--- src/logic/daef_pkg.sv ---
// What this block does
// - eight entry buffer of four 16-bit channels
// - two 32-bit halves per data clock
// - read 64-bit samples at divided converter rate
// - pointers advance after each write or read
// - pointer reset: read 0, write 4
// - three-bit offset sets write reset position
// - write sync chosen, sampled on data-clock rise
// - write sync recaptured to reset read pointer
// - output strobe resets read pointer independently
// - syncs repeat only at multiples of eight
// - sync rates limited to n times eight
// - all-zero selects mean no pointer resets
// - dual mode: write and read reset separately
// - single mode: both pointers from one sync
// - single mode slip bounded, never grows
// - single mode prefers one rising sync edge
// - alarms for collision, one and two away
// - controller offset changes only by register write
// - bypass passes data, ignores pointers and syncs
// - selects 1000 use software issued sync
package daef_pkg;

  // ----------------------------------------
  // data path
  // ----------------------------------------
  localparam int DATA_W = 32;
  localparam int SAMP_W = 64;
  localparam int CH_W = 16;
  localparam int DEPTH = 8;
  localparam int PTR_W = 3;
  localparam logic [2:0] RD_PTR_RST = 3'h0;
  localparam logic [2:0] OFFSET_RST = 3'h4;

  // ----------------------------------------
  // sync source select fields
  // ----------------------------------------
  localparam int SEL_W = 4;
  localparam int SEL_FSYNC = 0;
  localparam int SEL_IN_STB = 1;
  localparam int SEL_OUT_STB = 2;
  localparam int SEL_SW = 3;
  localparam logic [3:0] SEL_NONE = 4'h0;
  localparam logic [3:0] SEL_SW_MODE = 4'h8;
  localparam logic [3:0] IN_SEL_RST = 4'h2;
  localparam logic [3:0] OUT_SEL_RST = 4'h4;

  // ----------------------------------------
  // timing in mclk cycles
  // ----------------------------------------
  localparam int HALF_CYC = 2;
  localparam int PER_CYC = 2 * HALF_CYC;
  localparam int PHASE_W = 2;
  localparam logic [3:0] RD_DIV_RST = 4'h4;
  localparam logic [3:0] STROBE_CYC = 4'h8;

  // ----------------------------------------
  // controller registers (axi4-lite)
  // ----------------------------------------
  localparam int ADDR_W = 4;
  localparam logic [3:0] ADDR_CTRL = 4'h0;
  localparam logic [3:0] ADDR_CMD = 4'h4;
  localparam logic [3:0] ADDR_STAT = 4'h8;
  localparam int CTRL_ENA = 0;
  localparam int CTRL_OFS = 1;
  localparam int CTRL_INSEL = 4;
  localparam int CTRL_OUTSEL = 8;
  localparam int CTRL_RDDIV = 12;
  localparam logic [15:0] CTRL_RST = {RD_DIV_RST, OUT_SEL_RST, IN_SEL_RST, OFFSET_RST, 1'b1};
  localparam int STAT_COLL = 0;
  localparam int STAT_ONE = 1;
  localparam int STAT_TWO = 2;
  localparam int STAT_BUSY = 3;
  localparam logic [1:0] RESP_OKAY = 2'h0;
  localparam logic [1:0] RESP_SLVERR = 2'h2;

endpackage

--- src/logic/daef_link_if.sv ---
`timescale 1ns/1ps
`default_nettype none
interface daef_link_if;
  // sample bus pins
  logic source_ddr_clock;
  logic [31:0] data;
  logic input_strobe;
  logic frame_sync;
  logic output_strobe;
  // control words
  logic fifo_ena;
  logic [2:0] fifo_offset;
  logic [3:0] sel_in;
  logic [3:0] sel_out;
  logic [3:0] rd_div;
  logic sw_sync;
  // alarms back to the controller
  logic alarm_collision;
  logic alarm_one_away;
  logic alarm_two_away;

  modport dev (
    input source_ddr_clock, data, input_strobe, frame_sync, output_strobe,
    input fifo_ena, fifo_offset, sel_in, sel_out, rd_div, sw_sync,
    output alarm_collision, alarm_one_away, alarm_two_away
  );
  modport src (
    output source_ddr_clock, data, input_strobe, frame_sync, output_strobe,
    output fifo_ena, fifo_offset, sel_in, sel_out, rd_div, sw_sync,
    input alarm_collision, alarm_one_away, alarm_two_away
  );
endinterface
`default_nettype wire

--- src/logic/daef_src.sv ---
`timescale 1ns/1ps
`default_nettype none
module daef_src (
  input wire logic mclk_i,
  input wire logic srst_i,
  input wire logic ce_i,
  input wire logic [3:0] s_axi_awaddr_i,
  input wire logic s_axi_awvalid_i,
  output logic s_axi_awready_o,
  input wire logic [31:0] s_axi_wdata_i,
  input wire logic [3:0] s_axi_wstrb_i,
  input wire logic s_axi_wvalid_i,
  output logic s_axi_wready_o,
  output logic [1:0] s_axi_bresp_o,
  output logic s_axi_bvalid_o,
  input wire logic s_axi_bready_i,
  input wire logic [3:0] s_axi_araddr_i,
  input wire logic s_axi_arvalid_i,
  output logic s_axi_arready_o,
  output logic [31:0] s_axi_rdata_o,
  output logic [1:0] s_axi_rresp_o,
  output logic s_axi_rvalid_o,
  input wire logic s_axi_rready_i,
  input wire logic [63:0] sample_i,
  input wire logic sample_valid_i,
  output logic sample_ready_o,
  daef_link_if.src link
);

  // ----------------------------------------
  // state
  // ----------------------------------------
  typedef struct packed {
    logic [daef_pkg::PHASE_W-1:0] cnt;
    logic clk;
    logic [31:0] data;
    logic [63:0] hold;
    logic ready;
    logic [3:0] strb_cnt;
    logic [3:0] strb_mask;
    logic [3:0] pins;
    logic [15:0] ctrl;
    logic aw_rdy;
    logic b_valid;
    logic [1:0] b_resp;
    logic ar_rdy;
    logic r_valid;
    logic [31:0] r_data;
    logic [1:0] r_resp;
  } daef_src_st_t;

  daef_src_st_t st_r;
  daef_src_st_t st_nxt;
  logic [daef_pkg::PHASE_W-1:0] cnt_n;

  // ----------------------------------------
  // next state
  // ----------------------------------------
  always_comb begin
    st_nxt = st_r;
    cnt_n = st_r.cnt;
    if (srst_i) begin
      st_nxt = '0;
      st_nxt.ctrl = daef_pkg::CTRL_RST;
    end else if (ce_i) begin
      // data clock divider, one sample per period
      cnt_n = (st_r.cnt == daef_pkg::PHASE_W'(daef_pkg::PER_CYC - 1)) ?
              '0 : daef_pkg::PHASE_W'(st_r.cnt + 1'b1);
      st_nxt.cnt = cnt_n;
      st_nxt.ready = (cnt_n == daef_pkg::PHASE_W'(daef_pkg::PER_CYC - 1));
      if (st_r.ready && sample_valid_i) begin
        st_nxt.hold = sample_i;
      end
      // a and c with the rise, b and d with the fall
      if (cnt_n == '0) begin
        st_nxt.clk = 1'b1;
        st_nxt.data = {st_nxt.hold[47:32], st_nxt.hold[15:0]};
      end else if (cnt_n == daef_pkg::PHASE_W'(daef_pkg::HALF_CYC)) begin
        st_nxt.clk = 1'b0;
        st_nxt.data = {st_r.hold[63:48], st_r.hold[31:16]};
      end

      // strobe pulses last STROBE_CYC cycles
      if (st_r.strb_cnt != 4'h0) begin
        st_nxt.strb_cnt = 4'(st_r.strb_cnt - 4'h1);
      end

      // write channel: both address and data before acceptance
      st_nxt.aw_rdy = 1'b0;
      if (s_axi_awvalid_i && s_axi_wvalid_i && !st_r.aw_rdy && !st_r.b_valid) begin
        st_nxt.aw_rdy = 1'b1;
      end
      if (st_r.b_valid && s_axi_bready_i) begin
        st_nxt.b_valid = 1'b0;
      end
      if (st_r.aw_rdy) begin
        st_nxt.b_valid = 1'b1;
        st_nxt.b_resp = daef_pkg::RESP_OKAY;
        unique case (s_axi_awaddr_i)
          daef_pkg::ADDR_CTRL: begin
            if (s_axi_wstrb_i[0]) st_nxt.ctrl[7:0] = s_axi_wdata_i[7:0];
            if (s_axi_wstrb_i[1]) st_nxt.ctrl[15:8] = s_axi_wdata_i[15:8];
          end
          daef_pkg::ADDR_CMD: begin
            if (s_axi_wstrb_i[0]) begin
              st_nxt.strb_mask = s_axi_wdata_i[3:0];
              st_nxt.strb_cnt = daef_pkg::STROBE_CYC;
            end
          end
          daef_pkg::ADDR_STAT: begin
          end
          default: st_nxt.b_resp = daef_pkg::RESP_SLVERR;
        endcase
      end
      st_nxt.pins = (st_nxt.strb_cnt != 4'h0) ? st_nxt.strb_mask : 4'h0;

      // read channel
      st_nxt.ar_rdy = 1'b0;
      if (s_axi_arvalid_i && !st_r.ar_rdy && !st_r.r_valid) begin
        st_nxt.ar_rdy = 1'b1;
      end
      if (st_r.r_valid && s_axi_rready_i) begin
        st_nxt.r_valid = 1'b0;
      end
      if (st_r.ar_rdy) begin
        st_nxt.r_valid = 1'b1;
        st_nxt.r_resp = daef_pkg::RESP_OKAY;
        st_nxt.r_data = 32'h0000_0000;
        unique case (s_axi_araddr_i)
          daef_pkg::ADDR_CTRL: st_nxt.r_data[15:0] = st_r.ctrl;
          daef_pkg::ADDR_CMD: st_nxt.r_data[3:0] = st_r.strb_mask;
          daef_pkg::ADDR_STAT: st_nxt.r_data[3:0] = {st_r.strb_cnt != 4'h0,
            link.alarm_two_away, link.alarm_one_away, link.alarm_collision};
          default: st_nxt.r_resp = daef_pkg::RESP_SLVERR;
        endcase
      end
    end
  end

  // ----------------------------------------
  // registers
  // ----------------------------------------
  // state update
  always_ff @(posedge mclk_i) begin
    st_r <= st_nxt;
  end

  // ----------------------------------------
  // outputs
  // ----------------------------------------
  // bus answers and pins from state bits
  assign s_axi_awready_o = st_r.aw_rdy;
  assign s_axi_wready_o = st_r.aw_rdy;
  assign s_axi_bvalid_o = st_r.b_valid;
  assign s_axi_bresp_o = st_r.b_resp;
  assign s_axi_arready_o = st_r.ar_rdy;
  assign s_axi_rvalid_o = st_r.r_valid;
  assign s_axi_rdata_o = st_r.r_data;
  assign s_axi_rresp_o = st_r.r_resp;
  assign sample_ready_o = st_r.ready;
  assign link.source_ddr_clock = st_r.clk;
  assign link.data = st_r.data;
  assign link.input_strobe = st_r.pins[daef_pkg::SEL_IN_STB];
  assign link.frame_sync = st_r.pins[daef_pkg::SEL_FSYNC];
  assign link.output_strobe = st_r.pins[daef_pkg::SEL_OUT_STB];
  assign link.sw_sync = st_r.pins[daef_pkg::SEL_SW];
  assign link.fifo_ena = st_r.ctrl[daef_pkg::CTRL_ENA];
  assign link.fifo_offset = st_r.ctrl[daef_pkg::CTRL_OFS +: 3];
  assign link.sel_in = st_r.ctrl[daef_pkg::CTRL_INSEL +: 4];
  assign link.sel_out = st_r.ctrl[daef_pkg::CTRL_OUTSEL +: 4];
  assign link.rd_div = st_r.ctrl[daef_pkg::CTRL_RDDIV +: 4];

endmodule
`default_nettype wire

--- src/flat_wrapper.sv ---
// flat-port wrapper written by rule: the top's interface ports become plain ports
module daef_src_flat 
  (mclk_i, srst_i, ce_i, s_axi_awaddr_i, s_axi_awvalid_i, s_axi_awready_o, s_axi_wdata_i, s_axi_wstrb_i, s_axi_wvalid_i, s_axi_wready_o, s_axi_bresp_o, s_axi_bvalid_o, s_axi_bready_i, s_axi_araddr_i, s_axi_arvalid_i, s_axi_arready_o, s_axi_rdata_o, s_axi_rresp_o, s_axi_rvalid_o, s_axi_rready_i, sample_i, sample_valid_i, sample_ready_o, link_source_ddr_clock, link_data, link_input_strobe, link_frame_sync, link_output_strobe, link_fifo_ena, link_fifo_offset, link_sel_in, link_sel_out, link_rd_div, link_sw_sync, link_alarm_collision, link_alarm_one_away, link_alarm_two_away);
  daef_link_if link_i ();
  input wire logic mclk_i;
  input wire logic srst_i;
  input wire logic ce_i;
  input wire logic [3:0] s_axi_awaddr_i;
  input wire logic s_axi_awvalid_i;
  output logic s_axi_awready_o;
  input wire logic [31:0] s_axi_wdata_i;
  input wire logic [3:0] s_axi_wstrb_i;
  input wire logic s_axi_wvalid_i;
  output logic s_axi_wready_o;
  output logic [1:0] s_axi_bresp_o;
  output logic s_axi_bvalid_o;
  input wire logic s_axi_bready_i;
  input wire logic [3:0] s_axi_araddr_i;
  input wire logic s_axi_arvalid_i;
  output logic s_axi_arready_o;
  output logic [31:0] s_axi_rdata_o;
  output logic [1:0] s_axi_rresp_o;
  output logic s_axi_rvalid_o;
  input wire logic s_axi_rready_i;
  input wire logic [63:0] sample_i;
  input wire logic sample_valid_i;
  output logic sample_ready_o;
  output wire logic [$bits(link_i.source_ddr_clock)-1:0] link_source_ddr_clock;
  output wire logic [$bits(link_i.data)-1:0] link_data;
  output wire logic [$bits(link_i.input_strobe)-1:0] link_input_strobe;
  output wire logic [$bits(link_i.frame_sync)-1:0] link_frame_sync;
  output wire logic [$bits(link_i.output_strobe)-1:0] link_output_strobe;
  output wire logic [$bits(link_i.fifo_ena)-1:0] link_fifo_ena;
  output wire logic [$bits(link_i.fifo_offset)-1:0] link_fifo_offset;
  output wire logic [$bits(link_i.sel_in)-1:0] link_sel_in;
  output wire logic [$bits(link_i.sel_out)-1:0] link_sel_out;
  output wire logic [$bits(link_i.rd_div)-1:0] link_rd_div;
  output wire logic [$bits(link_i.sw_sync)-1:0] link_sw_sync;
  input wire logic [$bits(link_i.alarm_collision)-1:0] link_alarm_collision;
  input wire logic [$bits(link_i.alarm_one_away)-1:0] link_alarm_one_away;
  input wire logic [$bits(link_i.alarm_two_away)-1:0] link_alarm_two_away;
  assign link_source_ddr_clock = link_i.source_ddr_clock;
  assign link_data = link_i.data;
  assign link_input_strobe = link_i.input_strobe;
  assign link_frame_sync = link_i.frame_sync;
  assign link_output_strobe = link_i.output_strobe;
  assign link_fifo_ena = link_i.fifo_ena;
  assign link_fifo_offset = link_i.fifo_offset;
  assign link_sel_in = link_i.sel_in;
  assign link_sel_out = link_i.sel_out;
  assign link_rd_div = link_i.rd_div;
  assign link_sw_sync = link_i.sw_sync;
  assign link_i.alarm_collision = link_alarm_collision;
  assign link_i.alarm_one_away = link_alarm_one_away;
  assign link_i.alarm_two_away = link_alarm_two_away;
  daef_src u_core (.mclk_i(mclk_i), .srst_i(srst_i), .ce_i(ce_i), .s_axi_awaddr_i(s_axi_awaddr_i), .s_axi_awvalid_i(s_axi_awvalid_i), .s_axi_awready_o(s_axi_awready_o), .s_axi_wdata_i(s_axi_wdata_i), .s_axi_wstrb_i(s_axi_wstrb_i), .s_axi_wvalid_i(s_axi_wvalid_i), .s_axi_wready_o(s_axi_wready_o), .s_axi_bresp_o(s_axi_bresp_o), .s_axi_bvalid_o(s_axi_bvalid_o), .s_axi_bready_i(s_axi_bready_i), .s_axi_araddr_i(s_axi_araddr_i), .s_axi_arvalid_i(s_axi_arvalid_i), .s_axi_arready_o(s_axi_arready_o), .s_axi_rdata_o(s_axi_rdata_o), .s_axi_rresp_o(s_axi_rresp_o), .s_axi_rvalid_o(s_axi_rvalid_o), .s_axi_rready_i(s_axi_rready_i), .sample_i(sample_i), .sample_valid_i(sample_valid_i), .sample_ready_o(sample_ready_o), .link(link_i));
endmodule
--- config.mk ---
export PLATFORM = sky130hd
export DESIGN_NAME = daef_src_flat
export DESIGN_NICKNAME = d
export VERILOG_FILES = /design/src/logic/daef_pkg.sv /design/src/logic/daef_link_if.sv /design/src/logic/daef_src.sv /design/src/flat_wrapper.sv
export SDC_FILE = /design/constraint.sdc
export NUM_CORES = 1
export LEC_CHECK = 0
export BUFFER_PORTS_ARGS = -buffer_cell sky130_fd_sc_hd__buf_2
export CAP_MARGIN = 30
export CORE_MARGIN = 2
export CORE_UTILIZATION = 40
export DETAILED_ROUTE_END_ITERATION = 6
export PLACE_DENSITY = 0.74
export SYNTH_ARGS = -nofsm -noshare
export SYNTH_HDL_FRONTEND = slang
export SYNTH_SLANG_ARGS = --single-unit
--- constraint.sdc ---
create_clock -name mclk_i -period 1.68 [get_ports mclk_i]
set_input_delay 0.504 -clock mclk_i [delete_from_list [all_inputs] [get_ports mclk_i]]
set_output_delay 0.504 -clock mclk_i [all_outputs]
set_load 0.005 [all_outputs]
* Word-level counts from Yosys, hierarchy flattened
Index checks and enable logic that the tools add are counted.
Widths: inputs -> output; s select.
** Storage, ports and cells
- Output and inout bits :: 95
- RAM bits :: 0
- Bits in registers :: 152
- Memories kept :: 0
- Bits in read-only memories :: 0
- Bits in latches :: 0
- Word-level logic and storage cells :: 78
** Cells by class
- Multipliers :: 0
- Bitwise gates (word level) :: 0
- Magnitude comparators :: 0
- Equal/unequal tests :: 7
- Muxes and demuxes :: 21
- Reductions and logical operators :: 30
- Div/mod/pow operators :: 0
- Shift operators :: 0
- Add/subtract/negate cells :: 2
** Operators with widths (count)
- $mux 33 :: 2
- $mux 48 :: 1
- $mux 8 :: 5
- $mux 35 :: 1
- $mux 12 :: 1
- $pmux 4 s3 :: 1
- $reduce_and 2->1 :: 6
- $eq 4x3->1 const B :: 2
- $eq 4x4->1 const B :: 2
- $logic_and 1x1->1 :: 8
- $logic_not 4->1 :: 2
- $mux 4 :: 2
- $reduce_and 4->1 :: 2
- $reduce_bool 4->1 :: 2
- $eq 2x2->1 const B :: 3
- $mux 2 :: 3
- $reduce_bool 2->1 :: 3
- $reduce_or 3->1 :: 2
- $logic_not 1->1 :: 4
- $mux 1 :: 4
- $sub 4x1->4 const B :: 1
- $mux 3 :: 1
- $add 2x1->2 const B :: 1
- $logic_not 2->1 :: 1

* Depth between registers and ports, before layout
Gate-level depths: netlist of run 1.
- Depth after elaboration :: 9
- Gate-level depth with buffers :: 6

* Least setup slack after synthesis of run 1
OpenSTA, ideal clock, no wires.
- Kind :: reg-to-reg
- From :: register u_core.st_r[166] in the netlist's numbering
- To :: register u_core.st_r (netlist bit u_core.link.data[30])
- Library setup time :: 0.117 ns
- Stages on the path, launching flop included :: 6
- Buffers on the path :: 2
- Clock period less this slack :: 1.539 ns
- Slack :: 0.141 ns
- Required time :: 1.563 ns
- Arrival time :: 1.422 ns
- Path through :: dfxtp_1 -> ha_1 -> clkbuf_1 -> clkbuf_1 -> a21oi_1 -> a22o_1
** Between the ends
- Cells in the longest elaborated chain, start to end :: 5
** RTL lines
- start: declaration :: RTL line daef_src.sv:52 : daef_src_st_t st_r;
- start signal: assignment :: RTL line daef_src.sv:145 : st_r <= st_nxt;
- $add 2x1->2 or $eq 2x2->1 (tied branches) :: RTL line daef_src.sv:68, daef_src.sv:67
- $mux 2 (*) :: RTL line daef_src.sv:67 : cnt_n = (st_r.cnt == daef_pkg::PHASE_W'(daef_pkg::PER_CYC - 1)) ?
- $eq 2x2->1 or $logic_not 2->1 (tied branches) :: RTL line daef_src.sv:78, daef_src.sv:75
- $reduce_bool 2->1 (no line)
- $reduce_and 2->1 (no line)
Mark *: on every way between the ends. The rest lies on a longest branch, timed or not.
A chain may end at the register's enable or synchronous reset.

* Worst setup path after layout of run 1
- From :: register u_core.st_r (netlist bit u_core.s_axi_awready_o)
- To :: output s_axi_awready_o
** RTL lines
- end: declaration :: RTL line flat_wrapper.sv:10 : output logic s_axi_awready_o;
No word-level cell between the ends.

==> qor.txt, run 1 <==
Post-CTS Hold Buffers: 0
Final Hold Viols: 0
Synth top area share: 45.23%
Post-DP HPWL: 10,890 um
Most common flop cell mapped by yosys: dfxtp_1
Post-route cell area: 8035 sq um
Vias in the first global route: 5,056
Largest net degree at the start of global routing: 53
Sw Pwr: 1.962 mW
Clock Sink Count: 150
Setup violators final: 0
Area delta synth->final: 21.03%
Critical path endpoint category: output port
Total Routing Usage GR: 17.89%
Count leader, synth: nand2_1
Worst path cell trace: buf_4 -> buf_2
Pins Over Slew Limit: 0
Async S/R FF share, synth: 0%
Clock buffer depth: 2
Clk slew on worst S/H paths: 0.06 ns
Clk pwr share: 45.3%
Max-Cap Viols: 0
M1 WL: 7195 um
Worst-path fanout max: 6
Mapped Avg Cell Area: 8.690 sq um
Top sig layer: met4
Die area: 17,640 sq um
Slew headroom: 65.60%
Die Ht: 132.8 um
Fmax achieved: 0.6408 GHz
DP Worst Slack: -0.02283 ns
CTS H-tree lvls: 4
Tmin final: 1.561 ns
EDFF count, synth: 0
Slowest CP cell: dfxtp_1
Initial drt markers: 216
Largest area contributor in the netlist: dfxtp_1
Root Buffer: clkbuf_16
Syn Inst Count: 764
WL/cell: 14.11 um
Worst vdd ir: 651.7 uV
Comb power frac: 10.5%
Status: complete, no violations
Filler cells: 1,555
Initial antenna violation count: 1
CTS Buf Count: 17
Worst EP arrival: 1.06 ns
First-pass GRT wire length: 25,400 um
GP Congestion: 0.8403
Seq/Total Area, Yosys: 45.23%
Drt total wl: 15,770 um
Row count: 47
Worst-margin pin slew: 0.5159 ns
NumNets Final: 1,007
Post-layout util: 48.97%
HP Class: in -> reg
Vias/cell: 4.829
Drt pass-1 iters: 4
P_int: 6.304 mW
CTS tree: built
Lkg Pwr: 3.682 nW
Cell Area, Synth: 6639 sq um
# DRC: 0
Setup slack after layout: 0.1194 ns
Die X: 132.8 um
Pwr Density: 1029 nW/um^2
Critical path class: reg -> out
CP peak stage delay: 0.38 ns
Startpoint types: flop
WL met2: 7593 um
I/O pins: 215
YS warnings: 0
Via Count: 5,394
Layout cell share with drive strength beyond 1: 28.91%
Initial Utilization: 40.46%
RSZ-0062 raised after global routing: no
GRT overflow: 0
Synthesis-stage register bit count: 150
Core Footprint: 16,410 sq um
Routed Antenna Nets: 0
Cell area after placement: 7422 sq um
Final clock period utilization by the worst path: 92.89%
Skew-Pair Late Insertion Delay: 0.41 ns
Sw Share: 23.74%
Synth top area cells: dfxtp_1 45%, buf_4 9.7%, mux2i_1 8.9%
Worst Skew: 0.009257 ns
Synth cell types: 41
Synth cell count leaders: 152 x nand2_1, 150 x dfxtp_1, 107 x a21oi_1, 86 x buf_4, 60 x nor2_1
Required time of the worst setup path: 1.18 ns
Flop pwr share: 44.2%
Port buffer count: 178
WL met3: 751 um
[critical path, delay by kind of cell (launching register included)]
kind | cells | cell delay (ns)
buffers and inverters | 2 | 0.27
flip-flops | 1 | 0.38
[what timing repair did]
action / CTS / global route
resized for setup: 0 / 5
buffers inserted: 0 / 1
pin swaps: 1 / 1
setup endpoints to repair: 4 / 7
[path summary, 6_finish.rpt]
check,start,end,slack [ns],cells after the start
hold / removal,s_axi_wdata_i[10],u_core.link.sel_out[2],0.31,3
hold reg to reg,u_core.st_r[97],u_core.st_r[97],0.45,2
setup / recovery,u_core.s_axi_awready_o,s_axi_awready_o,0.12,2
setup reg to reg,u_core.st_r[65],u_core.link.frame_sync,0.13,7
[flip-flops by register name, indices dropped and copies added (netlist names), 3 cells and up]
| signal | cells |
|---|---|
| u_core.st_r | 74 |
| u_core.link.rd_div | 4 |
| u_core.link.sel_out | 4 |
| u_core.link.sel_in | 4 |
| u_core.link.data | 32 |
| u_core.link.fifo_offset | 3 |
| u_core.s_axi_rdata_o | 16 |
[layout by cell type (no fill, tap or decap), drive strengths merged, types with 3 or more instances in the layout]
| cell | netlist | final |
|---|---|---|
| a211oi | 3 | 3 |
| a21oi | 107 | 107 |
| a22o | 48 | 48 |
| a32o | 3 | 3 |
| buf | 115 | 213 |
| clkbuf | 15 | 21 |
| clkinv | 0 | 5 |
| conb | 1 | 18 |
| dfxtp | 150 | 150 |
| ha | 4 | 4 |
| inv | 5 | 7 |
| mux2i | 59 | 59 |
| nand2 | 152 | 152 |
| nand3 | 7 | 7 |
| nor2 | 61 | 61 |
| nor3 | 4 | 4 |
| o21ai | 13 | 13 |
[routing by layer]
metal	vias up	GRT usage, %
met5	-	0
met4	0	5.854
met3	15	4.713
met2	125	29.94
met1	2515	22.46
li1	2739	-
[kinds of logic (layout without fill, tap and decap cells)]
family                     after synthesis  in the layout  share of synthesized area (%)
and+or+nand+nor                        237            237                          15.02
AOI/OAI and AO/OA                      177            177                          16.62
DFF                                    150            150                          45.23
buffers and inverters                  135            250                          13.29
muxes                                   59             59                          8.896
adders and majority gates                4              4                         0.7539
other                                    1             19                        0.05649
xor gates and xnor gates                 1              1                         0.1320
[final cells by class]
class                      instances  area (sq um)  share of cell area [%]
antenna                            1         2.502                 0.03114
clock buffer                      21         460.4                   5.730
clock inverter                    11         121.4                   1.510
inverter                           5         18.77                  0.2336
multi-input combinational        496          2860                   35.60
sequential                       150          3003                   37.37
tap                              220         275.3                   3.426
timing repair buffer             213          1294                   16.10
[metrics by stage]
stage	hold slack (ns)	power, mW	setup TNS [ns]	instances
CTS	0.2842	8.276	0	1115
global route	0.2988	8.618	0	1117
finish	0.3079	8.265	0	1117
global placement	0.4409	4.503	0	1083
floorplan	0.4360	4.232	0	781
detailed placement	0.4461	4.521	-0.04082	1083
[power groups by stage]
stage | registers (mW) | clock network, mW | logic, mW
2_1_floorplan | 3.73 | 0 | 0.502
3_3_place_gp | 3.73 | 0 | 0.775
3_5_place_dp | 3.73 | 0 | 0.790
4_1_cts | 3.65 | 3.83 | 0.792
5_1_grt | 3.66 | 3.99 | 0.970
6_report | 3.66 | 3.75 | 0.865
Note: power is estimated with default switching activity, not from simulation.
==> run 2, diff against run 1 <==
==> constraint.sdc (replaced) <==
create_clock -name mclk_i -period 1.68 [get_ports mclk_i]
set_input_delay 0.084 -clock mclk_i [delete_from_list [all_inputs] [get_ports mclk_i]]
set_output_delay 0.084 -clock mclk_i [all_outputs]
set_load 0.005 [all_outputs]
==> qor.txt, run 2 (synthesis gave the netlist of run 1 again) <==
CTS tree: built
Tmin final: 1.567 ns (+0.006303 ns)
Die Ht: 132.8 um (unchanged)
First-pass GRT wire length: 27,360 um (+7.7%)
Most common cell after layout, fill and taps aside: buf_2
Sw Share: 24.22% (+0.49 points)
Flop pwr share: 44.4% (+0.2 points)
Sw Pwr: 1.993 mW (+1.6%)
Pins Over Slew Limit: 0 (unchanged)
Via Count: 5,837 (+8.2%)
CP peak stage delay: 0.41 ns (+0.03 ns)
CTS Buf Count: 17 (unchanged)
# DRC: 0 (unchanged)
Worst Path Buf+Inv: 1 (-1)
Total Routing Usage GR: 19.28% (+1.4 points)
Status: complete, no violations
RSZ-0062 raised after global routing: yes
DP Worst Slack: 0.06254 ns (+0.08537 ns)
NumNets Final: 1,083 (+7.5%)
Drt total wl: 17,170 um (+8.9%)
Clock buffer depth: 2 (unchanged)
Initial Utilization: 40.46% (unchanged)
Row count: 47 (unchanged)
Drt pass-1 iters: 5 (+1)
Skew-Pair Late Insertion Delay: 0.42 ns (about the same)
Most frequent cells in the layout: 177 x buf_2, 151 x nand2_1, 150 x dfxtp_1
Largest reg by FF count: u_core.st_r
Area delta synth->final: 31.72%
Fmax achieved: 0.6382 GHz (-0.40%)
Routed Antenna Nets: 0 (unchanged)
Pwr Density: 940.8 nW/um^2 (-8.5%)
Startpoint types: flop
GP Congestion: 0.8124 (-3.3%)
Max-Cap Viols: 0 (unchanged)
Core Footprint: 16,410 sq um (unchanged)
HP Class: in -> reg
Die X: 132.8 um (unchanged)
Post-DP HPWL: 10,750 um (-1.3%)
Critical path endpoint category: flop
Required time of the worst setup path: 1.99 ns (+0.81 ns)
Root Buffer: clkbuf_16
Worst path cell trace: inv_1 -> ha_2 -> or3b_4 -> mux2i_1 -> o21ai_0 -> a22o_1
Worst vdd ir: 667.7 uV (+2.5%)
Final non-filler cell total: 1,192 (+6.7%)
Layout cell share with drive strength beyond 1: 25.54% (-3.4 points)
Max FFs per register: 74 (unchanged)
Lkg Pwr: 3.964 nW (+7.7%)
Setup slack after layout: 0.1131 ns (-0.006303 ns)
Final clock period utilization by the worst path: 93.27% (+0.38 points)
Clk slew on worst S/H paths: 0.06 ns (about the same)
Clock Sink Count: 150 (unchanged)
Vias/cell: 4.897 (+1.4%)
Vias in the first global route: 5,611 (+11%)
P_int: 6.234 mW (-1.1%)
Clk pwr share: 43.8% (-1.5 points)
CTS H-tree lvls: 4 (unchanged)
Worst Skew: 0.009269 ns (+0.00001238 ns)
Largest net degree at the start of global routing: 65 (+23%)
Post-Place Cells: 1,073 (-0.92%)
Initial drt markers: 199 (-7.9%)
Cell family with most CP delay: simple AND/OR/NAND/NOR gates
Setup violators final: 0 (unchanged)
WL/cell: 14.40 um (+2.0%)
Slowest CP cell: or3b_4
Setup bufs post-CTS: 0 (unchanged)
Worst-path fanout max: 6 (unchanged)
GRT overflow: 0 (unchanged)
Critical path class: reg -> reg
I/O pins: 215 (unchanged)
Port buffer count: 178 (unchanged)
Die area: 17,640 sq um (unchanged)
Final Hold Viols: 0 (unchanged)
Worst EP arrival: 1.87 ns (+0.81 ns)
Initial antenna violation count: 0 (-1)
Comb power frac: 11.8% (+1.3 points)
run 2: metal layers:
layer | up-vias | share of wire (%) | GRT usage, %
met4 | 0 | 2.5 | 9.080
met1 | 2743 | 44 | 23.75
met3 | 33 | 4.7 | 4.406
met2 | 175 | 49 | 31.98
met5 | - | 0 | 0
li1 | 2886 | - | -
run 2: final timing paths:
path / cells past startpoint / startpoint / to / slack (ns)
worst max-delay path: 6 / u_core.st_r[65] / u_core.s_axi_rdata_o[3] / 0.11
worst min-delay path: 4 / s_axi_awaddr_i[0] / u_core.st_r[62] / 0.02
worst max register to register: 6 / u_core.st_r[65] / u_core.s_axi_rdata_o[3] / 0.11
worst min register to register: 2 / u_core.st_r[88] / u_core.st_r[88] / 0.45
run 2: stage by stage:
step	util, %	hold WS [ns]	cell area, sq um	power [mW]	TNS [ns]
final	53.30	0.01804	8745	8.227	0
after global routing	53.28	0.01762	8742	8.534	-0.005279
after CTS	53.24	0.007537	8735	8.268	0
after detailed placement	44.47	0.3025	7297	4.500	0
after global placement	44.47	0.2952	7297	4.489	0
after floorplan	-	0.2091	6703	4.232	0
run 2: power groups by stage:
| stage | logic, mW | clock network, mW | registers, mW |
|---|---|---|---|
| detailed placement | 0.770 | 0 | 3.73 |
| floorplan | 0.502 | 0 | 3.73 |
| finish | 0.971 | 3.60 | 3.66 |
| global placement | 0.760 | 0 | 3.73 |
| CTS | 0.931 | 3.68 | 3.65 |
| global route | 1.06 | 3.81 | 3.66 |
run 2: tightest hold or removal path: stages:
cell and delay (ns):
buf_2 0.12, nor3_4 0.06, nand3_1 0.07, a21oi_1 0.05
run 2: area by class of cell:
class / instances / area, sq um
clock buffer: 20 / 456.7
tap: 220 / 275.3
sequential: 150 / 3003
fill: 1502 / 7662
multi-input combinational: 496 / 2856
antenna: 1 / 2.502
timing repair buffer: 289 / 2032
clock inverter: 11 / 100.1
inverter: 5 / 18.77
run 2: what timing repair did:
item                                    in CTS  in global routing
endpoints found under the setup margin       0                  6
hold endpoints to repair                    88                  0
gates resized for setup                      0                  4
hold buffers                                88                  0
